`src/hw/ftc_map.svh`:
```
// Purpose: offsets, fields and reset values of the counter/timer block
// Assumes: 8-bit I/O bus
// Notes: definitions only
`ifndef FTC_MAP_SVH
`define FTC_MAP_SVH
`define FTC_NUM_CH 4
`define FTC_ADDR_CH0 8'hE4
`define FTC_ADDR_CH1 8'hE5
`define FTC_ADDR_CH2 8'hE6
`define FTC_ADDR_CH3 8'hE7
// control byte fields
`define FTC_CB_IRQ_EN 7
`define FTC_CB_COUNTER 6
`define FTC_CB_PRE256 5
`define FTC_CB_RISE 4
`define FTC_CB_MODE 3
`define FTC_CB_TC_NEXT 2
`define FTC_CB_SWRST 1
`define FTC_CB_IS_CTRL 0
// prescaler terminal values
`define FTC_PRE_DIV16 8'h0F
`define FTC_PRE_DIV256 8'hFF
// shared vector field
`define FTC_VEC_HI 7
`define FTC_VEC_LO 3
// reset values
`define FTC_CTRL_RST 8'h00
`define FTC_TC_RST 8'h00
`define FTC_VEC_RST 5'h00
`define FTC_CNT_RST 8'h00
`endif

```
`src/hw/ftc_pkg.sv`:
```
// Purpose: types of the counter/timer block
// Assumes: ftc_map.svh gives the sizes
// Notes: no constants of its own
`include "ftc_map.svh"
package ftc_pkg;
  typedef enum logic [1:0] {
    FTC_IDLE,
    FTC_WAIT_TRIG,
    FTC_RUN
  } ftc_chan_st_t;
  typedef struct packed {
    ftc_chan_st_t st;
    logic [7:0] pre;
    logic [7:0] cnt;
    logic zero;
    logic trig_prev;
  } ftc_chan_t;
  typedef struct packed {
    logic [2:0] s1;
    logic [2:0] s2;
    logic [2:0] s3;
    logic [2:0] lvl;
  } ftc_sync_t;
  typedef struct packed {
    logic [`FTC_NUM_CH-1:0][7:0] ctrl;
    logic [`FTC_NUM_CH-1:0][7:0] tc;
    logic [`FTC_NUM_CH-1:0] tc_pend;
    logic [`FTC_NUM_CH-1:0] tc_arm;
    logic [4:0] vec;
    logic [`FTC_NUM_CH-1:0] irq;
    logic [7:0] rdata;
    logic rvalid;
    logic [7:0] ivec;
    logic ivalid;
    logic int_req;
  } ftc_top_t;
endpackage : ftc_pkg

```
`src/hw/ftc_chan_if.sv`:
```
// Purpose: links the top to one channel
// Assumes: one clock
// Notes: strobes are one cycle
`timescale 1ns/1ps
interface ftc_chan_if;
  logic [7:0] ctrl;
  logic [7:0] tc;
  logic tc_wr;
  logic start;
  logic halt;
  logic trig;
  logic [7:0] cnt;
  logic zero;
  modport top (output ctrl, tc, tc_wr, start, halt, trig, input cnt, zero);
  modport chan (input ctrl, tc, tc_wr, start, halt, trig, output cnt, zero);
endinterface : ftc_chan_if

```
`src/hw/ftc_trig_sync.sv`:
```
// Purpose: brings trigger pins into the clock domain
// Assumes: pins change slower than the clock
// Notes: level moves once stages two and three agree
`timescale 1ns/1ps
module ftc_trig_sync (
  input wire logic i_clk_sys, // system clock
  input wire logic i_srst, // sync reset
  input wire logic [2:0] i_pin, // raw pins
  output logic [2:0] o_lvl // filtered level
);
  ftc_pkg::ftc_sync_t q_ff;
  ftc_pkg::ftc_sync_t nxt_q;

  // s1 feeds only s2; agreement filter reads s2 and s3
  always_comb begin
    nxt_q = q_ff;
    nxt_q.s1 = i_pin;
    nxt_q.s2 = q_ff.s1;
    nxt_q.s3 = q_ff.s2;
    for (int b = 0; b < 3; b++) begin
      if (q_ff.s2[b] == q_ff.s3[b]) begin
        nxt_q.lvl[b] = q_ff.s3[b];
      end
    end
  end

  always_ff @(posedge i_clk_sys) begin
    if (i_srst) begin
      q_ff <= '0;
    end else begin
      q_ff <= nxt_q;
    end
  end

  assign o_lvl = q_ff.lvl;
endmodule : ftc_trig_sync

```
`src/hw/ftc_channel.sv`:
```
// Purpose: prescaler and down counter of one channel
// Assumes: top decodes writes into strobes
// Notes: never stops by itself
`timescale 1ns/1ps
module ftc_channel (
  input wire logic i_clk_sys, // system clock
  input wire logic i_srst, // sync reset
  ftc_chan_if.chan ch // link to top
);
  ftc_pkg::ftc_chan_t q_ff;
  ftc_pkg::ftc_chan_t nxt_q;

  // counting; zero checked only after a decrement
  always_comb begin
    logic edge_hit;
    logic tick;
    logic [7:0] pre_top;
    logic [7:0] dec;
    edge_hit = 1'b0;
    tick = 1'b0;
    pre_top = 8'h00;
    dec = 8'h00;
    nxt_q = q_ff;
    nxt_q.zero = 1'b0;
    nxt_q.trig_prev = ch.trig;
    edge_hit = (ch.trig != q_ff.trig_prev) && (ch.trig == ch.ctrl[`FTC_CB_RISE]);
    pre_top = ch.ctrl[`FTC_CB_PRE256] ? `FTC_PRE_DIV256 : `FTC_PRE_DIV16;
    if (ch.halt) begin
      nxt_q.st = ftc_pkg::FTC_IDLE;
    end else if (ch.tc_wr && ch.start) begin
      nxt_q.cnt = ch.tc;
      nxt_q.pre = pre_top;
      if (!ch.ctrl[`FTC_CB_COUNTER] && ch.ctrl[`FTC_CB_MODE]) begin
        nxt_q.st = ftc_pkg::FTC_WAIT_TRIG;
      end else begin
        nxt_q.st = ftc_pkg::FTC_RUN;
      end
    end else begin
      case (q_ff.st)
        ftc_pkg::FTC_IDLE: begin
          nxt_q.st = ftc_pkg::FTC_IDLE;
        end
        ftc_pkg::FTC_WAIT_TRIG: begin
          if (edge_hit) begin
            nxt_q.st = ftc_pkg::FTC_RUN;
          end
        end
        ftc_pkg::FTC_RUN: begin
          if (ch.ctrl[`FTC_CB_COUNTER] && !ch.ctrl[`FTC_CB_MODE]) begin
            tick = edge_hit;
          end else if (!ch.ctrl[`FTC_CB_COUNTER] || edge_hit) begin
            // prescaler steps on clock or edge
            if (q_ff.pre == 8'h00) begin
              nxt_q.pre = pre_top;
              tick = 1'b1;
            end else begin
              nxt_q.pre = q_ff.pre - 8'h01;
            end
          end
        end
        default: begin
          nxt_q.st = ftc_pkg::FTC_IDLE;
        end
      endcase
    end
    if (tick) begin
      dec = q_ff.cnt - 8'h01;
      if (dec == 8'h00) begin
        nxt_q.cnt = ch.tc;
        nxt_q.zero = 1'b1;
      end else begin
        nxt_q.cnt = dec;
      end
    end
  end

  always_ff @(posedge i_clk_sys) begin
    if (i_srst) begin
      q_ff <= '{st: ftc_pkg::FTC_IDLE, pre: 8'h00, cnt: `FTC_CNT_RST, zero: 1'b0, trig_prev: 1'b0};
    end else begin
      q_ff <= nxt_q;
    end
  end

  assign ch.cnt = q_ff.cnt;
  assign ch.zero = q_ff.zero;
endmodule : ftc_channel

```
`src/hw/ftc_top.sv`:
```
// Purpose: four counter/timer channels on an 8-bit I/O bus
// Assumes: one-cycle read and write strobes, same clock
// Notes: daisy chain and pin sharing sit outside
// How it works
// - four channels, 8-bit counter, /16 or /256
// - one I/O address each, E4 to E7
// - read returns the channel down counter
// - even byte to vector, odd to control
// - bits 2,0 set: next byte is constant
// - bit 7 enables interrupt at zero
// - bit 6 picks counter or timer
// - timer: clock drives prescaler, prescaler counter
// - bit 4 picks trigger edge
// - timer: bit 3 waits for trigger edge
// - counter: bit 3 routes edges via prescaler
// - bit 1 stops; bits 1,2 reset channel
// - constant after reset loads counter, starts
// - otherwise constant waits for next reload
// - zero constant gives 256 decrements
// - vector: shared bits, encoded lowest pending channel
// - vector bit 0 always zero
// - zero outputs can cascade into triggers
// - at zero pulse, request, reload, continue
`timescale 1ns/1ps
module ftc_top (
  input wire logic i_clk_sys, // 20 MHz clock
  input wire logic i_srst, // sync reset, high
  input wire logic [7:0] i_io_addr, // I/O address
  input wire logic i_io_wr, // write strobe
  input wire logic i_io_rd, // read strobe
  input wire logic [7:0] i_io_wdata, // write data
  output logic [7:0] o_io_rdata, // read data
  output logic o_io_rvalid, // read data valid
  input wire logic [3:0] i_count_trigger_input, // trigger pins
  input wire logic [3:1] i_cascade_sel, // 1: trigger from lower zero
  output logic [3:0] o_zero_count_output, // zero pulses
  output logic o_int_req, // interrupt pending
  input wire logic i_int_ack, // acknowledge strobe
  output logic [7:0] o_int_vector, // vector on ack
  output logic o_int_vector_valid // vector valid
);
  localparam int NCH = `FTC_NUM_CH;

  ftc_pkg::ftc_top_t q_ff;
  ftc_pkg::ftc_top_t nxt_q;

  ftc_chan_if ch_if[NCH] ();

  logic [2:0] pin_lvl;
  logic pin0_lvl;
  logic [NCH-1:0] zero_w;
  logic [NCH-1:0][7:0] cnt_w;
  logic [NCH-1:0] wr_sel;
  logic [NCH-1:0] rd_sel;
  logic [NCH-1:0] tc_wr_w;
  logic [NCH-1:0] start_w;
  logic [NCH-1:0] halt_w;
  logic [NCH-1:0] swrst_w;
  logic [NCH-1:0] trig_w;
  logic [1:0] unused_lo; // spare filter bits beside pin 0

  // pins 1..3 through the agreement filter
  ftc_trig_sync u_sync_hi (
    .i_clk_sys (i_clk_sys),
    .i_srst (i_srst),
    .i_pin (i_count_trigger_input[3:1]),
    .o_lvl (pin_lvl)
  );

  // pin 0 never cascades, so it has its own filter
  ftc_trig_sync u_sync_lo (
    .i_clk_sys (i_clk_sys),
    .i_srst (i_srst),
    .i_pin ({2'b00, i_count_trigger_input[0]}),
    .o_lvl ({unused_lo, pin0_lvl})
  );

  // one decoded select per channel address
  always_comb begin
    for (int k = 0; k < NCH; k++) begin
      wr_sel[k] = i_io_wr && (i_io_addr == 8'(`FTC_ADDR_CH0 + k));
      rd_sel[k] = i_io_rd && (i_io_addr == 8'(`FTC_ADDR_CH0 + k));
    end
  end

  // write strobes towards each channel
  always_comb begin
    for (int k = 0; k < NCH; k++) begin
      tc_wr_w[k] = wr_sel[k] && q_ff.tc_pend[k];
      start_w[k] = tc_wr_w[k] && q_ff.tc_arm[k];
      swrst_w[k] = wr_sel[k] && !q_ff.tc_pend[k] && i_io_wdata[`FTC_CB_IS_CTRL]
        && i_io_wdata[`FTC_CB_SWRST];
      halt_w[k] = swrst_w[k];
    end
  end

  // channel 0 is fed by its pin only; the rest may cascade
  assign trig_w[0] = pin0_lvl;

  genvar g;
  generate
    for (g = 0; g < NCH; g++) begin : g_ch
      if (g > 0) begin : g_route
        // zero pulse is on this clock, so no filter is needed
        assign trig_w[g] = i_cascade_sel[g] ? zero_w[g-1] : pin_lvl[g-1];
      end
      assign ch_if[g].ctrl = q_ff.ctrl[g];
      // the write byte goes straight through so a load in this cycle sees the new constant
      assign ch_if[g].tc = tc_wr_w[g] ? i_io_wdata : q_ff.tc[g];
      assign ch_if[g].tc_wr = tc_wr_w[g];
      assign ch_if[g].start = start_w[g];
      assign ch_if[g].halt = halt_w[g];
      assign ch_if[g].trig = trig_w[g];
      assign cnt_w[g] = ch_if[g].cnt;
      assign zero_w[g] = ch_if[g].zero;
      ftc_channel u_ch (
        .i_clk_sys (i_clk_sys),
        .i_srst (i_srst),
        .ch (ch_if[g])
      );
    end
  endgenerate

  // register file, steering, interrupt requests and vector
  always_comb begin
    logic found;
    logic [1:0] win;
    nxt_q = q_ff;
    found = 1'b0;
    win = 2'b00;
    nxt_q.rvalid = 1'b0;
    nxt_q.ivalid = 1'b0;

    // write steering per channel
    for (int k = 0; k < NCH; k++) begin
      if (wr_sel[k]) begin
        if (q_ff.tc_pend[k]) begin
          nxt_q.tc[k] = i_io_wdata;
          nxt_q.tc_pend[k] = 1'b0;
          nxt_q.tc_arm[k] = 1'b0;
        end else if (i_io_wdata[`FTC_CB_IS_CTRL]) begin
          nxt_q.ctrl[k] = i_io_wdata;
          nxt_q.tc_pend[k] = i_io_wdata[`FTC_CB_TC_NEXT];
          // arm a load only after a full reset
          nxt_q.tc_arm[k] = i_io_wdata[`FTC_CB_TC_NEXT] && i_io_wdata[`FTC_CB_SWRST];
        end else begin
          nxt_q.vec = i_io_wdata[`FTC_VEC_HI:`FTC_VEC_LO];
        end
      end
    end

    // acknowledge picks lowest index as the winner
    for (int k = NCH - 1; k >= 0; k--) begin
      if (q_ff.irq[k]) begin
        found = 1'b1;
        win = 2'(k);
      end
    end
    if (i_int_ack && found) begin
      nxt_q.irq[win] = 1'b0;
      nxt_q.ivec = {q_ff.vec, win, 1'b0};
      nxt_q.ivalid = 1'b1;
    end

    // software reset drops a held request
    for (int k = 0; k < NCH; k++) begin
      if (swrst_w[k]) begin
        nxt_q.irq[k] = 1'b0;
      end
    end

    // a new zero beats any clear in the same cycle
    for (int k = 0; k < NCH; k++) begin
      if (zero_w[k] && q_ff.ctrl[k][`FTC_CB_IRQ_EN]) begin
        nxt_q.irq[k] = 1'b1;
      end
    end
    nxt_q.int_req = |nxt_q.irq;

    // read returns the live down counter
    for (int k = 0; k < NCH; k++) begin
      if (rd_sel[k]) begin
        nxt_q.rdata = cnt_w[k];
        nxt_q.rvalid = 1'b1;
      end
    end
  end

  // all top-level state in one register
  always_ff @(posedge i_clk_sys) begin
    if (i_srst) begin
      q_ff.ctrl <= {NCH{`FTC_CTRL_RST}};
      q_ff.tc <= {NCH{`FTC_TC_RST}};
      q_ff.tc_pend <= '0;
      q_ff.tc_arm <= '0;
      q_ff.vec <= `FTC_VEC_RST;
      q_ff.irq <= '0;
      q_ff.rdata <= 8'h00;
      q_ff.rvalid <= 1'b0;
      q_ff.ivec <= 8'h00;
      q_ff.ivalid <= 1'b0;
      q_ff.int_req <= 1'b0;
    end else begin
      q_ff <= nxt_q;
    end
  end

  // outputs straight from flops
  assign o_io_rdata = q_ff.rdata;
  assign o_io_rvalid = q_ff.rvalid;
  assign o_int_req = q_ff.int_req;
  assign o_int_vector = q_ff.ivec;
  assign o_int_vector_valid = q_ff.ivalid;
  assign o_zero_count_output = zero_w;
endmodule : ftc_top

```
`config.mk`:
```
export PLATFORM = sky130hd
export DESIGN_NAME = ftc_top
export DESIGN_NICKNAME = d
export VERILOG_FILES = /design/src/hw/ftc_pkg.sv /design/src/hw/ftc_chan_if.sv /design/src/hw/ftc_trig_sync.sv /design/src/hw/ftc_channel.sv /design/src/hw/ftc_top.sv
export VERILOG_INCLUDE_DIRS = /design/src /design/src/hw
export SDC_FILE = /design/constraint.sdc
export NUM_CORES = 1
export LEC_CHECK = 0
export BUFFER_PORTS_ARGS = -buffer_cell sky130_fd_sc_hd__buf_2
export CAP_MARGIN = 20
export CORE_MARGIN = 2
export CORE_UTILIZATION = 54
export DETAILED_ROUTE_END_ITERATION = 10
export HOLD_SLACK_MARGIN = 0.02
export PLACE_DENSITY = 0.71
export SYNTH_ARGS = -nofsm -noshare
export SYNTH_HDL_FRONTEND = slang
export SYNTH_SLANG_ARGS = --single-unit
```
`constraint.sdc`:
```
create_clock -name i_clk_sys -period 4.2 [get_ports i_clk_sys]
set_input_delay 0.42 -clock i_clk_sys [delete_from_list [all_inputs] [get_ports i_clk_sys]]
set_output_delay 0.42 -clock i_clk_sys [all_outputs]
set_load 0.01 [all_outputs]
```
==> results of run 1 <==
[layout make-up]
class,instances,area (sq um),share of cell area
Tap cell,225,282,0.0274
Clock buffer,18,439,0.0427
Clock inverter,14,163,0.0158
Inverter,33,124,0.0121
Sequential cell,183,3660,0.356
Multi-Input combinational cell,855,5320,0.518
Timing Repair Buffer,54,285,0.0278
[worst paths after layout]
kind                                  to  depth (start not counted)                     start  slack [ns]
setup / recovery  g_ch[3].u_ch.ch.cnt[4]                          8    g_ch[3].u_ch.ch.cnt[0]        1.47
hold / removal        u_sync_hi.nxt_q[6]                          2  i_count_trigger_input[1]        0.19
setup reg to reg  g_ch[3].u_ch.ch.cnt[4]                          8    g_ch[3].u_ch.ch.cnt[0]        1.47
hold reg to reg       u_sync_lo.nxt_q[3]                          1        u_sync_lo.nxt_q[6]        0.44
[registers in the layout, indices dropped and copies added, names as in the netlist]
name and cells:
o_io_rvalid 1, g_ch.u_ch.q_ff 44, u_sync_lo.o_lvl 1, u_sync_hi.o_lvl 3, u_sync_hi.nxt_q 6, u_sync_hi.q_ff 3, q_ff 49, g_ch.u_ch.ch.cnt 32
o_int_vector_valid 1, o_int_req 1, ch_if.ctrl 20, g_ch.u_ch.ch.zero 4, u_sync_lo.q_ff 1, o_io_rdata 8, u_sync_lo.nxt_q 2, o_int_vector 7
[cell usage in the layout, fill, tap and decap left out, drive strengths merged, types with 13 or more instances in the layout]
cell	synthesis	routed
and2	15	15
nand3	47	47
nor2b	29	29
mux2i	40	40
a211oi	13	13
inv	33	40
nor2	102	102
nand2	140	140
dfxtp	183	183
clkbuf	43	18
nor4	13	13
or3	14	14
ha	16	16
nor3	38	38
o21ai	53	53
a31oi	16	16
buf	38	54
and3	13	13
a21oi	93	93
nand4	15	15
[metrics by stage]
| stage | std cells | worst slack, ns |
|---|---|---|
| after detailed placement | 1350 | 1.20 |
| after global routing | 1382 | 1.26 |
| after CTS | 1382 | 1.49 |
| after floorplan | 1152 | 1.88 |
| final | 1382 | 1.47 |
| after global placement | 1350 | 1.25 |
[worst max-delay path, stage by stage, from the launching register on]
cell	delay (ns)
dfxtp_1	0.36
inv_1	0.11
ha_1	0.25
or3b_2	0.48
o31ai_1	0.39
o2111a_1	0.53
o211ai_1	0.17
a31oi_1	0.20
o221a_2	0.19
[layer usage]
layer,up-vias,track usage
met1,3961,0.371
met3,40,0.0470
met2,230,0.421
met4,0,0.0810
li1,4146,-
met5,-,0
[cell families (layout without fill, tap and decap cells)]
family                   count (synthesis)  after routing  share of synthesized area
adder cells (fa/ha/maj)                 16             16                     0.0211
other                                    1              1                   0.000394
multiplexers                            51             51                     0.0658
XOR/XNOR                                19             19                     0.0175
AO/OA/AOI/OAI                          273            273                      0.187
AND/OR/NAND/NOR                        495            495                      0.268
buffers and inverters                  114            119                     0.0549
flip-flops                             183            183                      0.385
[where the power goes]
group | internal [mW] | switching (mW)
registers | 1.74 | 0.00196
logic | 0.0295 | 0.0864
clock network | 0.910 | 0.738
total | 2.68 | 0.826
==> metrics.md, run 1 <==
| Metric | Value |
|---|---|
| Diode count | 0 |
| Final cycle utilization of the critical path | 0.650 |
| Initial Util | 0.552 |
| Crit path DAT | 3.12 ns |
| Netlist cell types | 84 |
| GP Congestion | 0.955 |
| Post-route cell area | 10300 sq um |
| Net count, final | 1188 |
| PwrDens | 341 nW/um^2 |
| DRT Pass-1 Iters | 5 |
| Clock sinks | 183 |
| Unrepaired setup endpoints after global routing | false |
| Dominant synthesized flop cell | dfxtp_1 |
| Routed length per instance | 17.6 microns |
| Fin. max-slew vios | 0 |
| Vias | 8377 |
| Worst-path maximum fanout | 12 |
| Post-CTS setup buffer count | 0 |
| Post-synthesis register bit count | 183 |
| Share of the synthesized area in the top cell type | 0.385 |
| DRT Wirelength | 24.3 mm |
| Core ar. | 17200 sq um |
| Clock Tree Buf Depth | 2 |
| Max Fclk | 0.366 GHz |
| WHS | 0.190 ns |
| Met1 WL | 11.6 mm |
| Sequential share of the synthesized area | 0.385 |
| CTS buffer count | 17 |
| Max cap viols | 0 |
| Vias in the first global route | 7579 |
| Largest cells by area after synthesis | dfxtp_1, nand2_1, a21oi_1 |
| Total die area | 18700 sq um |
| Fin Setup TNS | 0 ns |
| Max layer used | met4 |
| Finished Core Util | 0.596 |
| CP endpoint kind | register |
| Most numerous cell in the Yosys netlist | dfxtp_1 |
| Post-DP HPWL | 17.2 mm |
| Post-synth ARST share | 0 |
| Total power | 3.50 mW |
| Met3 wire len | 1.33 mm |
| Initial antenna violation count | 0 |
| Final Critical Period | 2.73 ns |
| DR WL met2 | 10.9 mm |
| Most area-hungry cell type in the Yosys netlist | dfxtp_1 |
| Yosys warns | 0 |
| Grt ovf | 0 |
| Leakage power | 4.08 nW |
| Root buf cell | clkbuf_16 |
| Final setup vio count | 0 |
| Syn Area/Cell | 8.25 sq um |
| Number of port buffers | 49 |
| DR vias/cell | 6.06 |
| Site Rows | 48 |
| Placed cell areas | 9680 sq um |
| Die width | 137 microns |
| DR DRC count | 0 |
| Worst slew margin | 0.330 |
| Outcome | completed |
| Post-CTS Hold Buffers | 0 |
| HP Class | in2reg |
| Clk_lat worst skew | 0.44 ns |
| H-tree levels | 4 |
| Cts repair resizes | 0 |
| Remaining antenna violation count after routing | 0 |
| Number of synthesized flops with an enable pin | 0 |
| IO Pins | 51 |
| Kind of critical path | reg2reg |
| Clk_skew | 0.00825 ns |
| All-Layer GR Usage | 0.266 |
| Die height | 137 microns |
| Maximum vdd drop | 0.296 mV |
| Fill count | 1478 |
| Final hold vios | 0 |
| Initial DRC Count | 596 |
| Worst path required time | 4.59 ns |
| Synth cell count leaders | dfxtp_1, nand2_1, nor2_1, a21oi_1, o21ai_0 |
| Synth-to-layout area growth | 8.11% |
| Pin count of the biggest net entering global routing | 60 |
| Layout cell share with drive strength beyond 1 | 0.110 |
| Worst-path clk slew | 0.07 ns |
| Syn nets | 1196 |
| CTS tree | built |
| First-pass GRT wire length | 39.1 mm |
| Cells after Synth | 1152 |
| Area of the mapped netlist | 9510 sq um |
| Least-Margin Pin Slew | 0.994 ns |
| Startpoint Class | register |
(Power assumes the default switching activity.)
==> run 2: changes to the inputs <==
clock period = 2.7 ns   (was 4.2 ns; I/O delays follow)
==> run 2 against run 1 <==
Die area stayed put. Highest routed layer unchanged. First-iteration DRC count increased by 8.1%. Combinational power grew 65%. Maximum frequency is 9.1% higher. Critical path type unchanged. Critical path depth unchanged. Critical endpoint unchanged. Clock skew is essentially flat.
==> metrics.md, run 2 (synthesis gave the netlist of run 1 again) <==
| Metric | Value |
|---|---|
| Final hold vios | 0 (unchanged) |
| CP top delay family | compound AO/OA/AOI/OAI gates |
| Worst path required time | 3.08 ns (-1.51 ns) |
| Crit path DAT | 2.88 ns (-0.24 ns) |
| Net count, final | 1220 (+2.7%) |
| Vias in the first global route | 7801 (+2.9%) |
| All-Layer GR Usage | 0.275 (+0.00838) |
| GP Congestion | 0.938 (-1.8%) |
| Worst slew margin | 0.484 (+0.154) |
| Worst-path maximum fanout | 12 (unchanged) |
| Most frequent cells in the layout | dfxtp_1, nand2_1, nor2_1, a21oi_1, o21ai_0 |
| Layout cell share with drive strength beyond 1 | 0.135 (+0.0248) |
| Leakage power | 4.23 nW (+3.5%) |
| Commonest non-fill, non-tap cell in the layout | dfxtp_1 |
| Kind of critical path | reg2reg |
| Final setup vio count | 0 (unchanged) |
| DRT Pass-1 Iters | 5 (unchanged) |
| Initial Util | 0.552 (unchanged) |
| Outcome | completed |
| Clk_skew | 0.00792 ns (-0.000331 ns) |
| Max cap viols | 0 (unchanged) |
| CTS tree | built |
| Post-DP HPWL | 17.6 mm (+2.5%) |
| DRT Wirelength | 25.0 mm (+2.8%) |
| Worst-path clk slew | 0.07 ns (about the same) |
| CTS buffer count | 17 (unchanged) |
| Die width | 137 microns (unchanged) |
| Max Fclk | 0.399 GHz (+9.1%) |
| IO Pins | 51 (unchanged) |
| CP endpoint kind | register |
| Number of port buffers | 49 (unchanged) |
| Met2 usage | 0.426 (+0.00500) |
| Initial antenna violation count | 0 (unchanged) |
| Diode count | 0 (unchanged) |
| Clock sinks | 183 (unchanged) |
| Largest reg by FF count | q_ff |
| Max reg flops | 49 (unchanged) |
| Remaining antenna violation count after routing | 0 (unchanged) |
| Worst-path cell chain | inv_1 -> ha_1 -> or3b_2 -> o31ai_1 -> o2111a_2 -> o211ai_1 -> a31oi_1 -> o221a_2 |
| First-pass GRT wire length | 40.3 mm (+3.2%) |
| Clk_lat worst skew | 0.44 ns (about the same) |
| Fin. max-slew vios | 0 (unchanged) |
| Root buf cell | clkbuf_16 |
| Clock Tree Buf Depth | 2 (unchanged) |
| DR vias/cell | 6.12 (+0.90%) |
| Site Rows | 48 (unchanged) |
| PwrDens | 512 nW/um^2 (+50%) |
| Slowest cell on the critical path | or3b_2 |
| Initial DRC Count | 644 (+8.1%) |
| Fin Setup TNS | 0 ns (unchanged) |
| Worst path bufs/invs | 1 (unchanged) |
| Synth-to-layout area growth | 10.6% |
| Pin count of the biggest net entering global routing | 159 (+170%) |
| Final Critical Period | 2.50 ns (-0.228 ns) |
| Core ar. | 17200 sq um (unchanged) |
| Maximum vdd drop | 0.449 mV (+52%) |
| H-tree levels | 4 (unchanged) |
| Final cycle utilization of the critical path | 0.927 (+0.277) |
| Post-CTS Hold Buffers | 0 (unchanged) |
| Global route hottest layer | met2 |
| Die height | 137 microns (unchanged) |
| Grt ovf | 0 (unchanged) |
| Post-CTS setup buffer count | 0 (unchanged) |
| Finished Core Util | 0.610 (+0.0139) |
| Max incr delay on CP | 0.48 ns (-0.05 ns) |
| Vias | 8648 (+3.2%) |
| Met3 GRT Util | 0.0459 (-0.00111) |
| Startpoint Class | register |
| Total die area | 18700 sq um (unchanged) |
| Met1 Usage GRT | 0.387 (+0.0162) |
| Unrepaired setup endpoints after global routing | false |
| Least-Margin Pin Slew | 0.774 ns (-0.220 ns) |
| Routed length per instance | 17.7 microns (+0.45%) |
| HP Class | in2reg |
| DR DRC count | 0 (unchanged) |
[run 2: cell types whose count changed in the layout (fill, tap and decap cells not counted), sizes merged]
cell    previous run  this run
clkinv             2         3
inv               40        41
buf               54        86
bufinv             2         1
clkbuf            18        17
[run 2: power by group]
| part | switching (mW) | total, mW | internal (mW) |
|---|---|---|---|
| clock network | 1.18 | 2.49 | 1.31 |
| registers | 0.00331 | 2.71 | 2.70 |
| logic | 0.138 | 0.191 | 0.0530 |
| total | 1.32 | 5.39 | 4.07 |
[run 2: per-stage QoR]
step | setup slack, ns | hold WS, ns | instance area (sq um) | instances | total power [mW]
floorplan | 0.379 | 0.346 | 9510 | 1152 | 2.88
global placement | 0.243 | 0.418 | 9930 | 1382 | 2.96
global route | 0.0407 | 0.0790 | 10500 | 1414 | 5.55
CTS | 0.135 | 0.0336 | 10500 | 1414 | 5.43
finish | 0.197 | 0.0443 | 10500 | 1414 | 5.39
detailed placement | 0.162 | 0.440 | 9930 | 1382 | 2.96
[run 2: final timing paths]
check                           startpoint                endpoint  slack, ns  depth (start not counted)
setup / recovery    g_ch[3].u_ch.ch.cnt[0]  g_ch[3].u_ch.ch.cnt[4]       0.20                          8
hold / removal    i_count_trigger_input[1]      u_sync_hi.nxt_q[6]       0.04                          2
setup reg to reg    g_ch[3].u_ch.ch.cnt[0]  g_ch[3].u_ch.ch.cnt[4]       0.20                          8
hold reg to reg              o_io_rdata[3]           o_io_rdata[3]       0.45                          2
[run 2: worst register-to-register path: stages (launching register included)]
cell	delay, ns
dfxtp_1	0.35
inv_1	0.11
ha_1	0.26
or3b_2	0.48
o31ai_1	0.30
o2111a_2	0.40
o211ai_1	0.15
a31oi_1	0.20
o221a_2	0.19
[run 2: final cells by class]
type,instances,area (sq um)
Clock inverter,15,163
Multi-Input combinational cell,855,5320
Clock buffer,17,425
Fill cell,1513,6720
Inverter,33,124
Sequential cell,183,3660
Timing Repair Buffer,86,538
Tap cell,225,282
[run 2: per-layer routing]
| metal | up-vias | part of all wire |
|---|---|---|
| met3 | 44 | 0.057 |
| met5 | - | 0 |
| met1 | 4121 | 0.46 |
| li1 | 4205 | - |
| met2 | 278 | 0.46 |
| met4 | 0 | 0.025 |
[run 2: repair_timing]
action | in CTS | in global routing
gates resized for setup | 0 | 1
endpoints found under the setup margin | 0 | 2
hold endpoints to repair | 0 | 0
==> run 3: changes to the inputs <==
GPL_TIMING_DRIVEN = 0   (was default)
==> run 3 against run 2 <==
Via count is 3.7% higher. Register-to-register slack worse by 0.07 ns. Clock skew is 0.0018 ns lower. Critical path depth stayed put. Final cell count is 2.8% higher. Non-clock buffer count is 39 higher. Global-route usage is 3.2 points higher. Sequential cell count stayed put. Critical endpoint unchanged. Total power is 0.42% lower. Maximum frequency is 2.8% lower. Worst setup slack worse by 0.071 ns.
==> metrics.md, run 3 (synthesis gave the netlist of run 1 again) <==
| Metric | Value |
|---|---|
| Fin. max-slew vios | 0 (unchanged) |
| Die height | 137 microns (unchanged) |
| Sequential group share of total power | 0.505 (+0.003) |
| Finished Core Util | 0.617 (+0.00639) |
| Core ar. | 17200 sq um (unchanged) |
| Synth-to-layout area growth | 11.8% |
| Vias in the first global route | 8182 (+4.9%) |
| Worst slack at placement | -0.0288 ns (-0.191 ns) |
| Crit. path cell count | 8 (unchanged) |
| Reg2reg path depth | 8 (unchanged) |
| Sw frac | 0.246 (+0.00113) |
| Placed cell areas | 10000 sq um (+0.71%) |
| CP top delay family | buffers and inverters |
| Worst path required time | 3.03 ns (-0.05 ns) |
| Site Rows | 48 (unchanged) |
| Start point of the critical path | q_ff[35] |
| Met1 Usage GRT | 0.414 (+0.0268) |
| Grt ovf | 0 (unchanged) |
| Clock sinks | 183 (unchanged) |
| Max incr delay on CP | 0.43 ns (-0.05 ns) |
| Initial antenna violation count | 0 (unchanged) |
| Comb pwr share | 0.041 (+0.006) |
| Kind of critical path | reg2reg |
| Number of port buffers | 42 (-14%) |
| Remaining antenna violation count after routing | 0 (unchanged) |
| Post-CTS Hold Buffers | 0 (unchanged) |
| All-Layer GR Usage | 0.307 (+0.0320) |
| Clock Tree Buf Depth | 2 (unchanged) |
| Final setup vio count | 0 (unchanged) |
| CP endpoint kind | register |
| Max Fclk | 0.388 GHz (-2.8%) |
| DR DRC count | 0 (unchanged) |
| Most frequent cells in the layout | dfxtp_1, nand2_1, nor2_1, a21oi_1, buf_2 |
| PwrDens | 505 nW/um^2 (-1.5%) |
| R2R Path Start | q_ff[35] |
| Clock network power share | 0.455 (-0.007) |
| Min-delay src | i_count_trigger_input[1] |
| R2R Setup Slk | 0.13 ns (-0.07 ns) |
| Setup ws final | 0.125 ns (-0.0714 ns) |
| Max cap viols | 0 (unchanged) |
| Root buf cell | clkbuf_16 |
| CTS buffer count | 17 (unchanged) |
| First-pass GRT wire length | 44.0 mm (+9.2%) |
| Final cycle utilization of the critical path | 0.954 (+0.0264) |
| Largest reg by FF count | q_ff |
| DRT Wirelength | 27.9 mm (+12%) |
| Final Critical Period | 2.57 ns (+0.0714 ns) |
| Slowest cell on the critical path | o211a_2 |
| CTS tree | built |
| HP Class | in2reg |
| GP Congestion | 0.976 (+4.0%) |
| DR vias/cell | 6.17 (+0.89%) |
| Initial DRC Count | 733 (+14%) |
| Max reg flops | 49 (unchanged) |
| Outcome | completed |
| Pint | 4.05 mW (-0.57%) |
| Global route hottest layer | met2 |
| Worst path bufs/invs | 3 (+2) |
| Met2 usage | 0.482 (+0.0558) |
| Net count, final | 1259 (+3.2%) |
| Unrepaired setup endpoints after global routing | false |
| Worst-path maximum fanout | 10 (-2) |
| Leakage power | 4.24 nW (+0.24%) |
| Worst-path clk slew | 0.07 ns (about the same) |
| Min-Delay Path Depth | 2 (unchanged) |
| H-tree levels | 4 (unchanged) |
| Startpoint Class | register |
| Maximum vdd drop | 0.459 mV (+2.1%) |
| Vias | 8966 (+3.7%) |
| Crit path DAT | 2.91 ns (+0.03 ns) |
| Least-Margin Pin Slew | 1.05 ns (+0.271 ns) |
| Final hold vios | 0 (unchanged) |
| Commonest non-fill, non-tap cell in the layout | dfxtp_1 |
| Initial Util | 0.552 (unchanged) |
| DRT Pass-1 Iters | 5 (unchanged) |
| Cell mode on critical path | clkbuf_1 |
| Die width | 137 microns (unchanged) |
| Clk_skew | 0.00608 ns (-0.00184 ns) |
| Post-DP HPWL | 19.8 mm (+13%) |
| Total die area | 18700 sq um (unchanged) |
| IO Pins | 51 (unchanged) |
| Met3 GRT Util | 0.0585 (+0.0126) |
| Layout cell share with drive strength beyond 1 | 0.125 (-0.00916) |
| Pin count of the biggest net entering global routing | 18 (-89%) |
| Sw Pwr | 1.32 mW (about the same) |
| Fin Setup TNS | 0 ns (unchanged) |
| Worst-path cell chain | clkbuf_1 -> or4_1 -> clkbuf_1 -> o211a_2 -> and2_1 -> clkbuf_1 -> a31oi_1 -> o221a_2 |
| Worst slew margin | 0.296 (-0.188) |
| Clk_lat worst skew | 0.44 ns (about the same) |
| Diode count | 0 (unchanged) |
| Routed length per instance | 19.2 microns (+8.6%) |
| Post-route cell area | 10600 sq um (+1.0%) |
[run 3: cell count changes in the layout (fill, tap and decap cells not counted), moves of 2 or more]
cell and delta:
buf_1 +7, clkbuf_1 +42, clkinv_4 +2, inv_6 +3
inv_8 -4, buf_2 +4, nor4_1 -2, buf_4 -13
nor4_2 +2
[run 3: worst paths after layout]
path,end
hold / removal,u_sync_hi.nxt_q[6]
hold reg to reg,u_sync_hi.nxt_q[5]
setup reg to reg,g_ch[3].u_ch.ch.cnt[4]
setup / recovery,g_ch[3].u_ch.ch.cnt[4]
[run 3: cell type report]
class	count	area, sq um
fill	1583	6610
tap	225	282
clock buffer	17	425
multi-input combinational	855	5370
sequential	183	3660
clock inverter	15	143
buffer	80	394
timing repair buffer	45	230
inverter	33	124
[run 3: repair_timing]
item / 4_1_cts / 5_1_grt
setup endpoints to repair: 0 / 15
resized for setup: 0 / 9
hold endpoints to repair: 0 / 0
buffers inserted: 0 / 2
[run 3: power groups by stage]
stage	Sequential, mW	Combinational, mW	Clock (mW)
5_1_grt	2.71	0.230	2.59
3_5_place_dp	2.77	0.213	0
2_1_floorplan	2.77	0.113	0
3_3_place_gp	2.77	0.211	0
4_1_cts	2.71	0.214	2.46
6_report	2.71	0.218	2.44
[run 3: metal layers]
metal / routed length [microns] / part of all wire
met5: 0 / 0
met1: 11500 / 0.41
met3: 2780 / 0.10
met4: 1010 / 0.036
met2: 12600 / 0.45
[run 3: stage by stage]
stage | power [mW] | hold slack [ns] | cells
detailed placement | 2.98 | 0.423 | 1419
finish | 5.37 | 0.0366 | 1453
global placement | 2.98 | 0.415 | 1419
CTS | 5.38 | 0.0323 | 1451
floorplan | 2.88 | 0.346 | 1152
global route | 5.53 | 0.0350 | 1453
